**src/rtl/gvc_map.svh**
```systemverilog
// register layout, reset values and encodings for the guest virtualization control
`ifndef GVC_MAP_SVH
`define GVC_MAP_SVH
`define GVC_HST_GUEST_WORD_WIDTH_LO 32
`define GVC_HST_GUEST_WORD_WIDTH_HI 33
`define GVC_HST_TRAP_GUEST_RETURN 22
`define GVC_HST_VTW 21
`define GVC_HST_TRAP_GUEST_TRANSLATION_OPS 20
`define GVC_HST_GUEST_EXT_IRQ_SELECT_LO 12
`define GVC_HST_GUEST_EXT_IRQ_SELECT_HI 17
`define GVC_HST_HU 9
`define GVC_HST_PREV_GUEST_LEVEL 8
`define GVC_HST_SPV 7
`define GVC_HST_GVA 6
`define GVC_HST_GUEST_BIG_ENDIAN 5
`define GVC_XL_32 2'h1
`define GVC_XL_64 2'h2
`define GVC_HST_RESET 64'h0000_0002_0000_0000
`define GVC_CSR_STATUS 12'h600
`define GVC_CSR_ROOT 12'h180
`define GVC_CSR_REPLICA_BLK 4'h2
`define GVC_GEIL_COUNT 6'h07
`define GVC_WFI_LIMIT_NS 1000
`define GVC_WFI_LIMIT_CYC ((`GVC_WFI_LIMIT_NS * 20) / 1000)
`endif

```
**src/rtl/gvc_pkg.sv**
```systemverilog
// types shared by the guest virtualization control
package gvc_pkg;
    // operating level, gray coded along user/host sup/machine/guest sup/guest user
    typedef enum logic [2:0] {
        GVC_LVL_USER = 3'b000,
        GVC_LVL_HSUP = 3'b001,
        GVC_LVL_MACH = 3'b011,
        GVC_LVL_GSUP = 3'b010,
        GVC_LVL_GUSR = 3'b110
    } gvc_level_t;

    // one decoded instruction presented by the pipeline
    typedef struct packed {
        logic valid;
        logic csr_acc;
        logic [11:0] csr_addr;
        logic csr_wr;
        logic [63:0] csr_wdata;
        logic sup_return_op;
        logic wait_irq_op;
        logic fence_vma;
        logic inval_vma;
        logic hyp_ldst;
        logic hyp_other;
    } gvc_instr_t;

    // trap entry into host supervisor level
    typedef struct packed {
        logic take;
        logic guest_va;
    } gvc_trap_t;

    // verdict on the current instruction
    typedef struct packed {
        logic illegal;
        logic virt_instr;
    } gvc_exc_t;
endpackage : gvc_pkg

```
**src/rtl/gvc_core.sv**
```systemverilog
// guest virtualization control: guest flag, levels and hypervisor status register
//
// Behaviour
// - guest flag picks guest or host levels
// - two-stage translation active exactly when guest
// - host sup above guest sup above guest user
// - nominal privilege user or supervisor reported
// - guest flag redirects supervisor CSRs to replicas
// - direct replica access under guest traps
// - replicas direct only from machine/host sup
// - inactive copies hold values, steer nothing
// - unreplicated supervisor CSRs keep normal function
// - guest width field WARL, host-64 only
// - host widening sets widest guest width
// - guest-return trap bit traps sup return
// - guest-wait trap bit traps late wait
// - guest-translation bit traps fences, root CSR
// - interrupt select zero to count inclusive
// - user hypervisor access bit gates user hypervisor load/stores
// - previous guest flag captured, restored on return
// - previous guest level captured from guest only
// - guest address flag written on every trap
// - guest endianness bit, little when zero
`include "gvc_map.svh"
module gvc_core
    import gvc_pkg::*;
(
    input wire logic sys_clk,
    input wire logic sys_rst,
    input wire gvc_level_t enter_level,
    input wire logic enter_valid,
    input wire logic host_is_64,
    input wire logic mach_wait_trap,
    input wire logic wait_done,
    input wire gvc_instr_t instr,
    input wire gvc_trap_t trap,
    output gvc_level_t level,
    output logic guest_flag,
    output logic two_stage_on,
    output logic nominal_sup,
    output logic guest_sup_irq_off,
    output logic sel_replica,
    output gvc_exc_t exc,
    output logic [63:0] csr_rdata,
    output logic [5:0] guest_ext_irq_select,
    output logic guest_big_endian,
    output logic guest_lvl_sup
);
    // ****************************************
    // decode helpers
    // ****************************************
    // replica CSRs sit in the 0x2xx block; translation root at 0x180
    function automatic logic is_replica(input logic [11:0] a);
        is_replica = (a[11:8] == `GVC_CSR_REPLICA_BLK);
    endfunction : is_replica

    function automatic logic is_guest(input gvc_level_t l);
        is_guest = (l == GVC_LVL_GSUP) || (l == GVC_LVL_GUSR);
    endfunction : is_guest

    function automatic logic is_user_lvl(input gvc_level_t l);
        is_user_lvl = (l == GVC_LVL_USER) || (l == GVC_LVL_GUSR);
    endfunction : is_user_lvl

    localparam logic [11:0] STATUS_ADDR = `GVC_CSR_STATUS;
    localparam logic [11:0] ROOT_ADDR = `GVC_CSR_ROOT;
    localparam int WAIT_CYC = `GVC_WFI_LIMIT_CYC;

    gvc_level_t level_q, level_d;
    logic [63:0] hst_q, hst_d;
    logic host64_q;
    logic [7:0] wait_cnt_q;
    gvc_exc_t exc_q, exc_d;
    logic [63:0] rdata_q;
    logic sel_q, off_q;
    logic nom_q;
    logic host64_sync1_q, host64_sync2_q;

    wire guest_now = is_guest(level_q);
    wire in_gsup = (level_q == GVC_LVL_GSUP);
    wire in_user = is_user_lvl(level_q);
    wire hi_priv = (level_q == GVC_LVL_MACH) || (level_q == GVC_LVL_HSUP);
    wire wr_status = instr.valid && instr.csr_acc && instr.csr_wr
        && (instr.csr_addr == STATUS_ADDR) && hi_priv;

    // ****************************************
    // exception verdict
    // ****************************************
    // direct replica access from guest: user gets illegal, sup gets virtual
    wire rep_direct = instr.valid && instr.csr_acc && is_replica(instr.csr_addr);
    wire rep_bad_user = rep_direct && in_user;
    wire rep_bad_guest = rep_direct && (level_q == GVC_LVL_GSUP);
    wire trap_guest_return_hit = instr.valid && instr.sup_return_op && in_gsup && hst_q[`GVC_HST_TRAP_GUEST_RETURN];
    wire trap_guest_translation_ops_hit = instr.valid && in_gsup && hst_q[`GVC_HST_TRAP_GUEST_TRANSLATION_OPS]
        && (instr.fence_vma || instr.inval_vma
        || (instr.csr_acc && instr.csr_addr == ROOT_ADDR));
    // wait held past a short bound traps, cheaper than waking logic
    wire vtw_hit = instr.valid && instr.wait_irq_op && in_gsup && hst_q[`GVC_HST_VTW]
        && !mach_wait_trap && !wait_done && (wait_cnt_q >= 8'(WAIT_CYC));
    wire hyp_user_bad = instr.valid && (level_q == GVC_LVL_USER)
        && (instr.hyp_other || (instr.hyp_ldst && !hst_q[`GVC_HST_HU]));
    wire hyp_guest_bad = instr.valid && guest_now && (instr.hyp_ldst || instr.hyp_other);
    // illegal outranks virtual, so user-level faults stay illegal
    assign exc_d.illegal = rep_bad_user || hyp_user_bad || (rep_direct && !hi_priv && !in_gsup);
    assign exc_d.virt_instr = !exc_d.illegal
        && (rep_bad_guest || trap_guest_return_hit || trap_guest_translation_ops_hit || vtw_hit || hyp_guest_bad);

    // ****************************************
    // status register next value
    // ****************************************
    logic [63:0] wmask;
    logic [5:0] guest_ext_irq_select_w;
    logic [1:0] guest_word_width_w;
    always_comb
    begin
        hst_d = hst_q;
        wmask = '0;
        wmask[`GVC_HST_TRAP_GUEST_RETURN] = 1'b1;
        wmask[`GVC_HST_VTW] = 1'b1;
        wmask[`GVC_HST_TRAP_GUEST_TRANSLATION_OPS] = 1'b1;
        wmask[`GVC_HST_HU] = 1'b1;
        wmask[`GVC_HST_PREV_GUEST_LEVEL] = 1'b1;
        wmask[`GVC_HST_SPV] = 1'b1;
        wmask[`GVC_HST_GVA] = 1'b1;
        wmask[`GVC_HST_GUEST_BIG_ENDIAN] = 1'b1;
        guest_ext_irq_select_w = instr.csr_wdata[`GVC_HST_GUEST_EXT_IRQ_SELECT_HI:`GVC_HST_GUEST_EXT_IRQ_SELECT_LO];
        guest_word_width_w = instr.csr_wdata[`GVC_HST_GUEST_WORD_WIDTH_HI:`GVC_HST_GUEST_WORD_WIDTH_LO];
        if (wr_status)
        begin
            hst_d = (hst_q & ~wmask) | (instr.csr_wdata & wmask);
            // out-of-range select keeps old value
            if (guest_ext_irq_select_w <= `GVC_GEIL_COUNT)
                hst_d[`GVC_HST_GUEST_EXT_IRQ_SELECT_HI:`GVC_HST_GUEST_EXT_IRQ_SELECT_LO] = guest_ext_irq_select_w;
            if (host64_q && (guest_word_width_w == `GVC_XL_32 || guest_word_width_w == `GVC_XL_64))
                hst_d[`GVC_HST_GUEST_WORD_WIDTH_HI:`GVC_HST_GUEST_WORD_WIDTH_LO] = guest_word_width_w;
        end
        // widening host: pick widest guest width that fits
        if (host64_sync2_q && !host64_q)
            hst_d[`GVC_HST_GUEST_WORD_WIDTH_HI:`GVC_HST_GUEST_WORD_WIDTH_LO] = `GVC_XL_64;
        if (trap.take)
        begin
            hst_d[`GVC_HST_SPV] = guest_now;
            // from host the level bit holds, even against a same-cycle write
            if (guest_now)
                hst_d[`GVC_HST_PREV_GUEST_LEVEL] = (level_q == GVC_LVL_GSUP);
            else
                hst_d[`GVC_HST_PREV_GUEST_LEVEL] = hst_q[`GVC_HST_PREV_GUEST_LEVEL];
            hst_d[`GVC_HST_GVA] = trap.guest_va;
        end
    end

    // ****************************************
    // level tracking
    // ****************************************
    always_comb
    begin
        level_d = level_q;
        if (trap.take)
            level_d = GVC_LVL_HSUP;
        else if (instr.valid && instr.sup_return_op && !guest_now && hi_priv && !exc_d.virt_instr)
            level_d = hst_q[`GVC_HST_SPV] ? GVC_LVL_GSUP : GVC_LVL_HSUP;
        else if (enter_valid)
            level_d = enter_level;
    end

    // read view: guest width hidden when host is 32
    wire [63:0] hst_view = host64_q ? hst_q
        : {32'h0000_0000, hst_q[31:0]};

    // ****************************************
    // registers
    // ****************************************
    // host width pin: two flops, only the second reads the first
    always_ff @(posedge sys_clk or posedge sys_rst)
    begin
        if (sys_rst)
        begin
            host64_sync1_q <= 1'b0;
            host64_sync2_q <= 1'b0;
        end
        else
        begin
            host64_sync1_q <= host_is_64;
            host64_sync2_q <= host64_sync1_q;
        end
    end

    // wait bound counter, restarts per wait
    always_ff @(posedge sys_clk or posedge sys_rst)
    begin
        if (sys_rst)
            wait_cnt_q <= 8'h00;
        else if (instr.valid && instr.wait_irq_op && !wait_done && wait_cnt_q != 8'hff)
            wait_cnt_q <= wait_cnt_q + 8'h01;
        else if (!(instr.valid && instr.wait_irq_op))
            wait_cnt_q <= 8'h00;
    end

    // state and answers, all one edge after the request
    always_ff @(posedge sys_clk or posedge sys_rst)
    begin
        if (sys_rst)
        begin
            level_q <= GVC_LVL_MACH;
            nom_q <= 1'b1;
            hst_q <= `GVC_HST_RESET;
            host64_q <= 1'b0;
            exc_q <= '0;
            rdata_q <= '0;
            sel_q <= 1'b0;
            off_q <= 1'b0;
        end
        else
        begin
            level_q <= level_d;
            hst_q <= hst_d;
            host64_q <= host64_sync2_q;
            exc_q <= exc_d;
            rdata_q <= (instr.valid && instr.csr_acc && instr.csr_addr == STATUS_ADDR)
                ? hst_view : 64'h0000_0000_0000_0000;
            sel_q <= is_guest(level_d);
            off_q <= (level_d == GVC_LVL_USER);
            nom_q <= !is_user_lvl(level_d);
        end
    end

    // ****************************************
    // outputs
    // ****************************************
    assign level = level_q;
    assign guest_flag = sel_q;
    assign two_stage_on = sel_q;
    assign nominal_sup = nom_q;
    assign guest_sup_irq_off = off_q;
    assign sel_replica = sel_q;
    assign exc = exc_q;
    assign csr_rdata = rdata_q;
    assign guest_ext_irq_select = hst_q[`GVC_HST_GUEST_EXT_IRQ_SELECT_HI:`GVC_HST_GUEST_EXT_IRQ_SELECT_LO];
    assign guest_big_endian = hst_q[`GVC_HST_GUEST_BIG_ENDIAN];
    assign guest_lvl_sup = hst_q[`GVC_HST_PREV_GUEST_LEVEL];
endmodule : gvc_core

```
**config.mk**
```make
export PLATFORM = sky130hd
export DESIGN_NAME = gvc_core
export DESIGN_NICKNAME = d
export VERILOG_FILES = /design/src/rtl/gvc_pkg.sv /design/src/rtl/gvc_core.sv
export VERILOG_INCLUDE_DIRS = /design/src /design/src/rtl
export SDC_FILE = /design/constraint.sdc
export NUM_CORES = 1
export LEC_CHECK = 0
export BUFFER_PORTS_ARGS = -buffer_cell sky130_fd_sc_hd__buf_2
export CELL_PAD_IN_SITES_DETAIL_PLACEMENT = 0
export CELL_PAD_IN_SITES_GLOBAL_PLACEMENT = 1
export CORE_MARGIN = 1
export CORE_UTILIZATION = 32
export DETAILED_ROUTE_END_ITERATION = 8
export GPL_ROUTABILITY_DRIVEN = 1
export PLACE_DENSITY_LB_ADDON = 0.1
export SLEW_MARGIN = 10
export SYNTH_ARGS = -nofsm -noshare
export SYNTH_HDL_FRONTEND = slang
export SYNTH_SLANG_ARGS = --single-unit
```
**constraint.sdc**
```tcl
create_clock -name sys_clk -period 4.6 [get_ports sys_clk]
set_clock_uncertainty 0.05 [all_clocks]
set_input_delay 0.46 -clock sys_clk [delete_from_list [all_inputs] [get_ports sys_clk]]
set_output_delay 0.46 -clock sys_clk [all_outputs]
set_load 0.05 [all_outputs]
```
## Word level (Yosys, flattened, before mapping)

Cells that the tools add are included.

| operators by class | value |
|---|---|
| muxes and demuxes | 14 |
| eq/ne operators | 14 |
| order comparisons | 2 |
| reduce and logical (&&, ||, !) cells | 67 |
| add/subtract/negate cells | 1 |
| bitwise operators | 1 |

Operators with widths:

| cell | number |
|---|---|
| 2-to-1 mux 64 bit | 2 |
| OR 64 x 23 -> 64 bit | 1 |
| logical AND 1 bit | 36 |
| 2-to-1 mux 34 bit | 1 |
| logical OR 1 bit | 16 |
| 2-to-1 mux 8 bit | 2 |
| == test 12 x 11 -> 1 bit, second input constant | 1 |
| == test 12 x 9 -> 1 bit, second input constant | 1 |
| 2-to-1 mux 3 bit | 4 |
| logical NOT 1 bit | 10 |
| == test 3 x 2 -> 1 bit, second input constant | 3 |
| adder 8 x 1 -> 8 bit, second input constant | 1 |
| >= comparator 8 x 5 -> 1 bit, second input constant | 1 |
| != test 8 bit, second input constant | 1 |
| == test 3 bit, second input constant | 2 |
| less-or-equal comparator 6 x 3 -> 1 bit, second input constant | 1 |
| logical NOT 3 bit | 2 |
| 2-to-1 mux 2 bit | 3 |
| 2-to-1 mux 6 bit | 1 |
| == test 4 x 2 -> 1 bit, second input constant | 1 |
| nonzero test 2 bit | 2 |
| == test 3 x 1 -> 1 bit, second input constant | 1 |
| == test 2 x 1 -> 1 bit, second input constant | 1 |
| == test 2 bit, second input constant | 1 |
| other kinds (4) | 4 |

| word-level totals | value |
|---|---|
| bits in registers | 147 |
| word-level logic and storage cells | 114 |

## Longest topological paths before layout

Gate-level depths: netlist of the first run.

| logic depth | value |
|---|---|
| word-level depth | 16 |
| mapped depth | 6 |
| depth with buffers taken out | 5 |

## Worst setup path after synthesis of the first run

OpenSTA, ideal clock, no wires.

| timing | value |
|---|---|
| path type | reg2reg |
| from | register level_q[2], in the netlist level[2] |
| to | register hst_q[12] |
| data arrival time | 1672 ps |
| setup slack | 2753 ps |
| cell stages (with the launch flop) | 6 |
| setup time | 125 ps |
| path through | dfrtp_1 and3b_1 and3_1 buf_4 nand3_2 mux2_2 |

| on the way | value |
|---|---|
| word-level cells in the longest chain between the ends | 3 |
| elaborated cells between the ends (all ways) | 4 |

Ends and longest elaborated chain:

| element | RTL line | source |
|---|---|---|
| start, declared | gvc_core.sv:69 | `gvc_level_t level_q, level_d;` |
| start signal, assigned | gvc_core.sv:215 | `level_q <= level_d;` |
| == test 3 x 2 -> 1 bit or == test 3 x 1 -> 1 bit (tied branches) | gvc_core.sv:82 | `wire hi_priv = (level_q == GVC_LVL_MACH) \|\| (level_q == GVC_LVL_HSUP);` |
| logical OR 1 bit (*) | gvc_core.sv:82 |  |
| logical AND 1 bit (*) | gvc_core.sv:84 | `&& (instr.csr_addr == STATUS_ADDR) && hi_priv;` |
| end signal, assigned | gvc_core.sv:206 | `` hst_q <= `GVC_HST_RESET; `` |
| end signal, assigned | gvc_core.sv:216 | `hst_q <= hst_d;` |
| end, declared | gvc_core.sv:70 | `logic [63:0] hst_q, hst_d;` |

Every way passes the cells marked *; elsewhere a longest branch is shown, timed or not.
A chain may end at the register's enable or synchronous reset.

## Worst setup path in the final report of the first run

| timing | value |
|---|---|
| from | register wait_cnt_q[0] |
| to | register wait_cnt_q[5] |

| on the way | value |
|---|---|
| word-level cells in the longest chain between the ends | 3 |
| elaborated cells between the ends (all ways) | 5 |

Ends and longest elaborated chain:

| element | RTL line | source |
|---|---|---|
| start, declared | gvc_core.sv:72 | `logic [7:0] wait_cnt_q;` |
| start signal, assigned | gvc_core.sv:194 | `wait_cnt_q <= wait_cnt_q + 8'h01;` |
| branches (longest 3 deep; another with adder 8 x 1 -> 8 bit) | n/a |  |

Parallel ways; which one is timed is not known.

==> metrics.txt, run 1 <==
worst reg-to-reg path cell count=5; antenna viol nets, final=0; die height=93.9 um; cts hold-fix bufs=0; area grow syn2layout=13.6%; CTS buffer count=5; WS Path Type=flop to flop; Mapped Cells=256; Nets=428; Worst Path Required=4780 ps; PD cells=317 nW/um^2; number of max-cap violations=0; Synth cell types=47; largest net degree at the start of global routing=52; I/O pin count=178; CTS Root Cell=clkbuf_8; minimum clock period=1890 ps; drt via density=4.37; Initial Util=33.0%; synthesis warning total=0; Worst-Margin Slew=889 ps; chip width=93.9 um; ratio of final minimum period to clock period=41.2%; drt wl/cell=12.7 um; total grt overflow=0; clock sink count=51; # Post-CTS Setup Buffers=0; Post-DP HPWL=4210 um; Post-synth EDFFs=0; final hold vios=0; min setup slack post-route=2710 ps; FFs w/ async S/R, synth=100%; end of the critical path=wait_cnt_q[5]$_DFFE_PP0P_; Max Slew Vio Count=0; Mean Syn Cell Area=10.5 um^2; Primary FF master, synth=dfrtp_1; die area=8810 um^2; startpoint types=flop; critical path capture point type=flop; post-synthesis sequential area ratio=47.5%; drt drc=0; initial antenna violation count=0; LEAKAGE=1.64 nW; Ant. Diodes=0; Detailed Route WL=5550 um; reg-to-reg endpoint=wait_cnt_q[5]$_DFFE_PP0P_; Peak VDD IR=0.000117 V; vias in the first global route=1644; first-pass GRT wire length=8250 um; layout cells sized above 1=33.2%; via count=1906; crit path DAT=2070 ps; Mapped Area=2700 um^2; RePlAce Congestion=0.749; r2r setup slk=2710 ps; clk_lat worst skew=300 ps; All-Layer GR Usage=12.3%; fmax=528 MHz; htree depth=2; reg2reg start=wait_cnt_q[0]$_DFFE_PP0P_; CTS tree=done; Final Setup Violations=0; Hold Slack=213 ps; DRT Pass-1 Iters=4; Hold WC Path Type=primary input to flop; FF+latch count, synth=51; dpl ws=2560 ps; Max clock buf depth=2; iteration-0 DRC count of the detailed router=54; PortBufs=81; crit path max fanout=8; Max-slew headroom=40.7%; post_cts resized=0; status=finished clean; Row Count=33; RSZ-0062 raised after global routing=false; Setup TNS=0 ps; Setup crit start=wait_cnt_q[0]$_DFFE_PP0P_; clk slew on worst S/H paths=90 ps; core region area=8180 um^2
cell usage in the layout, fill, tap and decap left out, drive strengths merged, types with 2 or more instances in the layout:
| cell type | n |
|---|---|
| clkbuf | 5 |
| a211oi | 2 |
| and2 | 22 |
| dfrtp | 47 |
| buf | 81 |
| o31a | 2 |
| and3 | 7 |
| conb | 48 |
| nor3 | 8 |
| nor3b | 2 |
| or3 | 3 |
| o21ai | 9 |
| nand3 | 11 |
| nor2 | 12 |
| a21oi | 4 |
| mux2i | 4 |
| dfstp | 4 |
| nor4 | 2 |
| nor2b | 4 |
| a31oi | 5 |
| and3b | 2 |
| inv | 6 |
| mux2 | 9 |
| nand2 | 9 |
| ha | 2 |
| or2 | 2 |
synthesized netlist by cell type (2+ instances only):
| library cell | count | area share [%] |
|---|---|---|
| buf_4 | 58 | 16 |
| nor2_1 | 12 | 1.7 |
| inv_1 | 6 | 0.83 |
| nand3_1 | 10 | 1.9 |
| nor3b_1 | 2 | 0.56 |
| nand2_1 | 8 | 1.1 |
| a211oi_1 | 2 | 0.56 |
| nor2b_1 | 4 | 0.93 |
| mux2i_1 | 4 | 1.5 |
| nor3_1 | 8 | 1.5 |
| or2_2 | 2 | 0.46 |
| and2_1 | 22 | 5.1 |
| a21oi_1 | 4 | 0.74 |
| and3_1 | 6 | 1.4 |
| mux2_2 | 9 | 3.8 |
| dfrtp_1 | 47 | 44 |
| o31a_1 | 2 | 0.65 |
| and3b_1 | 2 | 0.65 |
| or3_1 | 3 | 0.70 |
| a31oi_1 | 5 | 1.2 |
| buf_6 | 2 | 0.83 |
| o21ai_0 | 9 | 1.7 |
| dfstp_2 | 4 | 3.9 |
| ha_1 | 2 | 0.93 |
worst max-delay path: stages, from the launching register on:
cell     delay, ps
dfrtp_1        420
ha_1           260
and3_1         220
a41o_1         350
or3_1          380
a21oi_1        140
routing by layer:
| layer | wire (um) | global-route usage (%) | share of wire, % |
|---|---|---|---|
| met5 | 0 | 0 | 0 |
| met2 | 2800 | 20.9 | 50 |
| met3 | 345 | 2.99 | 6.2 |
| met1 | 2360 | 15.4 | 43 |
| met4 | 50 | 3.85 | 0.90 |
cell type report:
| cell class | count | area [um^2] |
|---|---|---|
| well taps | 105 | 131 |
| clock inverters | 3 | 46.3 |
| multi-input cells | 185 | 1110 |
| fillers | 887 | 5110 |
| flip-flops and latches | 51 | 1280 |
| clock buffers | 5 | 68.8 |
| inverters | 6 | 23.8 |
| repair buffers | 81 | 405 |
metrics by stage:
step	total power [mW]	instance area [um^2]	utilization [%]	std cells
global route	1.02	3070	37.5	436
finish	0.972	3070	37.5	436
CTS	0.987	3070	37.5	436
global placement	0.663	2950	36.1	428
floorplan	0.655	2880	-	303
detailed placement	0.663	2950	36.1	428
report_power, final:
group	total, mW	switching, mW	internal, mW
combinational	0.184	0.150	0.0349
sequential	0.468	0.00912	0.459
clock	0.319	0.155	0.164
total	0.972	0.314	0.658
cell families (layout without fill, tap and decap cells):
logic type / Yosys count / after routing / synth area share [%]
and+or+nand+nor: 91 / 91 / 20.4
buffers and inverters: 67 / 95 / 18.0
DFF: 51 / 51 / 47.5
AOI/OAI and AO/OA: 29 / 29 / 7.23
muxes: 13 / 13 / 5.24
adders and majority gates: 2 / 2 / 0.927
xor gates and xnor gates: 2 / 2 / 0.649
other: 1 / 48 / 0.139
sequential cells by signal, indices dropped and copies added (netlist names):
register and count:
csr_rdata 16, hst_q 16, wait_cnt_q 8, level 3, exc 2, guest_flag 1, guest_sup_irq_off 1, host64_q 1
host64_sync1_q 1, host64_sync2_q 1, nominal_sup 1
worst min-delay path by stage:
stage	start	end	depth (start not counted)
after floorplan	host64_sync1_q$_DFF_PP0_	host64_sync2_q$_DFF_PP0_	0
final	host_is_64	host64_sync1_q$_DFF_PP0_	1
after global placement	host64_sync1_q$_DFF_PP0_	host64_sync2_q$_DFF_PP0_	0
after global routing	host_is_64	host64_sync1_q$_DFF_PP0_	1
after detailed placement	host64_sync1_q$_DFF_PP0_	host64_sync2_q$_DFF_PP0_	0
after CTS	host_is_64	host64_sync1_q$_DFF_PP0_	1
Power figures use the tool's default switching activity.
==> run 2, diff against run 1 <==
- CORE_UTILIZATION: 32 -> 27
- clock period: 4.6 -> 1.5 ns (I/O delays scaled with it)
==> run 2 against run 1 <==
  * The flow now finishes with violations (negative setup slack)
  * Critical path type unchanged
  * Via count rose by 5.7%
  * Hold slack got worse by 200 ps
  * Highest routed layer unchanged
  * Critical path depth did not move
==> metrics.txt, run 2 (same netlist as run 1, synthesis figures left out) <==
antenna viol nets, final=0; area grow syn2layout=28.7%; worst reg-to-reg path cell count=5; reg-to-reg endpoint=wait_cnt_q[5]$_DFFE_PP0P_; final hold vios=0; crit path max fanout=6; vias in the first global route=1947; Final Setup Violations=14; end of the critical path=wait_cnt_q[5]$_DFFE_PP0P_; minimum clock period=1560 ps; die height=102 um; total grt overflow=0; ratio of final minimum period to clock period=104%; RePlAce Congestion=0.771; CTS tree=done; grt peak-use layer=met2; status=finished, violations left; via count=2015; Worst Path Required=1690 ps; Hold WC Path Type=primary input to flop; dpl ws=-162 ps; crit path cell chain=ha_2 -> and3_4 -> a41o_4 -> or3_4 -> a21oi_2; DRT Pass-1 Iters=4; grt met3 use=2.67%; Max Slew Vio Count=0; met1 Use GR=16.1%; met2 global-route usage=20.4%; drt wl/cell=12.6 um; startpoint types=flop; most frequent cells in the layout=81 x buf_2, 48 x conb_1, 46 x dfrtp_1, 25 x buf_4, 20 x and2_1; first-pass GRT wire length=9640 um; critical path capture point type=flop; iteration-0 DRC count of the detailed router=34; initial antenna violation count=0; Nets=462; r2r setup slk=-60 ps; htree depth=2; crit path DAT=1760 ps; CTS buffer count=5; LEAKAGE=1.81 nW; I/O pin count=178; Post-DP HPWL=4780 um; All-Layer GR Usage=12.2%; Max clock buf depth=2; largest net degree at the start of global routing=24; RSZ-0062 raised after global routing=true; WS Path Type=flop to flop; number of max-cap violations=0; Setup TNS=-392 ps; PD cells=844 nW/um^2; drt drc=0; Row Count=36; clk slew on worst S/H paths=100 ps; reg2reg start=wait_cnt_q[1]$_DFFE_PP0P_; # fillers=1050; Ant. Diodes=0; drt via density=4.05; failing checks=negative setup slack; Setup crit start=wait_cnt_q[1]$_DFFE_PP0P_; core region area=9730 um^2; clock sink count=51; Detailed Route WL=6280 um; commonest non-fill, non-tap cell in the layout=buf_2; Initial Util=27.8%; clk_lat worst skew=310 ps; chip width=102 um; layout cells sized above 1=43.3%; die area=10400 um^2; delay of the slowest cell on the worst path=400 ps; critical path's slowest cell=dfrtp_1; Peak VDD IR=0.000370 V; PortBufs=81; CTS Root Cell=clkbuf_8; fmax=639 MHz; min setup slack post-route=-64.5 ps
-- run 2: cell types whose count changed in the layout (fill, tap and decap cells not counted), sizes merged --
cell	previous run	this run
buf	81	110
dlygate4sd3	0	5
inv	6	8
bufinv	1	0
clkinvlp	1	0
-- run 2: how the worst min path moves through the flow --
stage	from	endpoint	slack, ps	depth (start not counted)
after detailed placement	sys_rst	csr_rdata[5]$_DFF_PP0_	110	2
after global placement	sys_rst	csr_rdata[5]$_DFF_PP0_	110	2
after global routing	instr[27]	hst_q[21]$_DFFE_PP0P_	4	2
after floorplan	host_is_64	host64_sync1_q$_DFF_PP0_	130	0
final	instr[27]	hst_q[21]$_DFFE_PP0P_	10	2
after CTS	instr[27]	hst_q[21]$_DFFE_PP0P_	3	2
-- run 2: repair_timing --
| action | 4_1_cts | 5_1_grt |
|---|---|---|
| buffers inserted | 3 | 1 |
| hold buffers | 5 | 0 |
| setup endpoints to repair | 22 | 19 |
| gates resized for setup | 14 | 12 |
| pin swaps | 3 | 5 |
| endpoints found under the hold margin | 18 | 0 |
-- run 2: metal layers --
layer	vias to the layer above	wire (um)
li1	987	-
met3	5	351
met1	965	2790
met5	-	0
met2	58	3090
met4	0	48
-- run 2: worst max-delay path, delay by kind of cell (launching register included) --
family | cells | cell delay (ps)
compound gates | 2 | 350
simple gates | 2 | 510
fa+ha+maj | 1 | 190
flops | 1 | 400
-- run 2: final cells by class --
| cell class | count | area, um^2 | area share, % |
|---|---|---|---|
| Sequential cell | 51 | 1280 | 36.9 |
| Multi-Input combinational cell | 185 | 1210 | 34.9 |
| Timing Repair Buffer | 115 | 697 | 20.1 |
| Tap cell | 133 | 166 | 4.79 |
| Clock buffer | 5 | 68.8 | 1.98 |
| Clock inverter | 3 | 26.3 | 0.756 |
| Inverter | 6 | 22.5 | 0.648 |
-- run 2: report_power, final --
part | internal [mW] | switching (mW)
Combinational | 0.157 | 0.488
Clock | 0.345 | 0.511
Sequential | 1.41 | 0.0228
-- run 2: through the flow --
step                      power (mW)  hold WS, ps  instances  util (%)  instance area [um^2]
after floorplan                 2.01          131        303         -                  2900
after detailed placement        2.08          111        481      32.9                  3200
after CTS                       2.97         3.35        497      35.1                  3420
final                           2.93         14.7        498      35.7                  3470
after global placement          2.08          113        481      32.9                  3200
after global routing            3.07         3.98        498      35.7                  3470
==> run 3, diff against run 2 <==
- BUFFER_PORTS_ARGS: -buffer_cell sky130_fd_sc_hd__buf_2 -> unset
- CORE_UTILIZATION: 27 -> 40
- DONT_BUFFER_PORTS: unset -> 1
==> run 3 against run 2 <==
  * The run ends with design-rule violations, negative setup slack left
  * Sequential power barely moved
  * Clock-buffer cell count rose by 1
  * Critical path depth fell by 1
  * Fmax rose by 1.1%
  * First-iteration DRC count rose by 110%
  * Hold slack got worse by 12 ps
  * Die area fell by 32%
  * Final cell count fell by 24%
  * Setup slack improved by 17 ps
  * Combinational power fell by 11%
  * Non-clock buffer count fell by 66
  * Critical endpoint is now hst_q[32]$_DFFE_PP0P_
  * Highest routed layer unchanged
==> metrics.txt, run 3 (same netlist as run 1, synthesis figures left out) <==
Post-DP HPWL=3840 um; htree depth=2; CTS tree=done; vias in the first global route=1679; initial antenna violation count=0; final hold vios=0; clk_lat worst skew=310 ps; CTS buffer count=5; startpoint types=flop; antenna viol nets, final=0; Worst Path Required=1650 ps; Hold Crit Depth=2; CTS Root Cell=clkbuf_8; PortBufs=0; Ant. Diodes=0; DRT Pass-1 Iters=6; drt drc=20; commonest non-fill, non-tap cell in the layout=conb_1; Detailed Route WL=5280 um; iteration-0 DRC count of the detailed router=73; Max-slew headroom=66.6%; core region area=6420 um^2; drt via density=4.81; ratio of final minimum period to clock period=103%; most frequent cells in the layout=48 x conb_1, 46 x dfrtp_1, 28 x buf_4, 22 x and2_1, 19 x dlygate4sd3_1; first-pass GRT wire length=8480 um; Max clock buf depth=2; clock sink count=51; WS Path Type=flop to flop; largest net degree at the start of global routing=52; dpl ws=-109 ps; Setup TNS=-226 ps; number of max-cap violations=0; Hold WC Path Type=primary input to flop; crit path max fanout=7; status=finished, violations left; Nets=396; LEAKAGE=1.52 nW; RSZ-0062 raised after global routing=true; critical path capture point type=flop; Peak VDD IR=0.000451 V; layout cells sized above 1=24.4%; crit path DAT=1690 ps; I/O pin count=178; area grow syn2layout=16.2%; die area=7080 um^2; drt wl/cell=14.0 um; via count=1807; fmax=646 MHz; chip width=84.2 um; Row Count=29; min setup slack post-route=-47.1 ps; clk slew on worst S/H paths=100 ps; minimum clock period=1550 ps; Worst-Margin Slew=500 ps; Max Slew Vio Count=0; Initial Util=42.0%; worst reg-to-reg path cell count=4; PD cells=970 nW/um^2; RePlAce Congestion=0.746; Final Setup Violations=9; All-Layer GR Usage=15.5%; total grt overflow=0; failing checks=design-rule violations, negative setup slack; die height=84.2 um
==> run 3: repair_timing <==
| action | 4_1_cts | 5_1_grt |
|---|---|---|
| hold buffers | 19 | 0 |
| resized for setup | 6 | 11 |
| hold endpoints to repair | 68 | 0 |
| cloned | 0 | 0 |
| buffers inserted | 1 | 0 |
| pin swaps | 0 | 1 |
| endpoints found under the setup margin | 20 | 24 |
==> run 3: final timing paths <==
check	to	startpoint	slack [ps]
setup / recovery	hst_q[32]$_DFFE_PP0P_	level[0]$_DFF_PP1_	-50
hold / removal	level[2]$_DFF_PP0_	trap[1]	3
setup reg to reg	hst_q[32]$_DFFE_PP0P_	level[0]$_DFF_PP1_	-50
hold reg to reg	host64_sync2_q$_DFF_PP0_	host64_sync1_q$_DFF_PP0_	310
max in group asynchronous	hst_q[33]$_DFFE_PP1P_	sys_rst	830
min in group asynchronous	wait_cnt_q[7]$_DFFE_PP0P_	sys_rst	280
==> run 3: cell type report <==
type                       instances  area [um^2]
tap                               77         96.3
inverter                           6         22.5
fill                             613         3280
multi-input combinational        185         1180
timing repair buffer              49          435
clock buffer                       6         82.6
clock inverter                     2         38.8
sequential                        51         1280
==> run 3: metal layers <==
| layer | GRT usage (%) | part of all wire, % | vias up |
|---|---|---|---|
| met5 | 0 | 0 | - |
| met4 | 5.17 | 1.4 | 0 |
| met3 | 5.11 | 8.4 | 7 |
| met2 | 24.4 | 46 | 74 |
| met1 | 20.1 | 44 | 870 |
| li1 | - | - | 856 |
==> run 3: worst max-delay path, cell delays in order (launching register included) <==
cell and delay [ps]:
dfstp_2 550, and3b_1 180, and3_4 220, nand2_4 90, a311o_1 330
==> run 3: power breakdown <==
part	switching [mW]	internal, mW	leakage, nW
clock network	0.471	0.549	0.0618
registers	0.0398	1.41	0.680
logic	0.438	0.139	0.781
==> run 3: per-stage QoR <==
step / utilization (%) / cell area [um^2] / power (mW) / hold WS [ps] / cells
CTS: 48.2 / 3090 / 3.08 / 3.19 / 376
finish: 48.9 / 3140 / 3.04 / 2.64 / 376
floorplan: - / 2900 / 2.01 / 131 / 303
detailed placement: 42.9 / 2760 / 1.99 / 62.5 / 348
global route: 48.9 / 3140 / 3.16 / 7.72 / 376
global placement: 42.9 / 2760 / 2.00 / 57.9 / 348
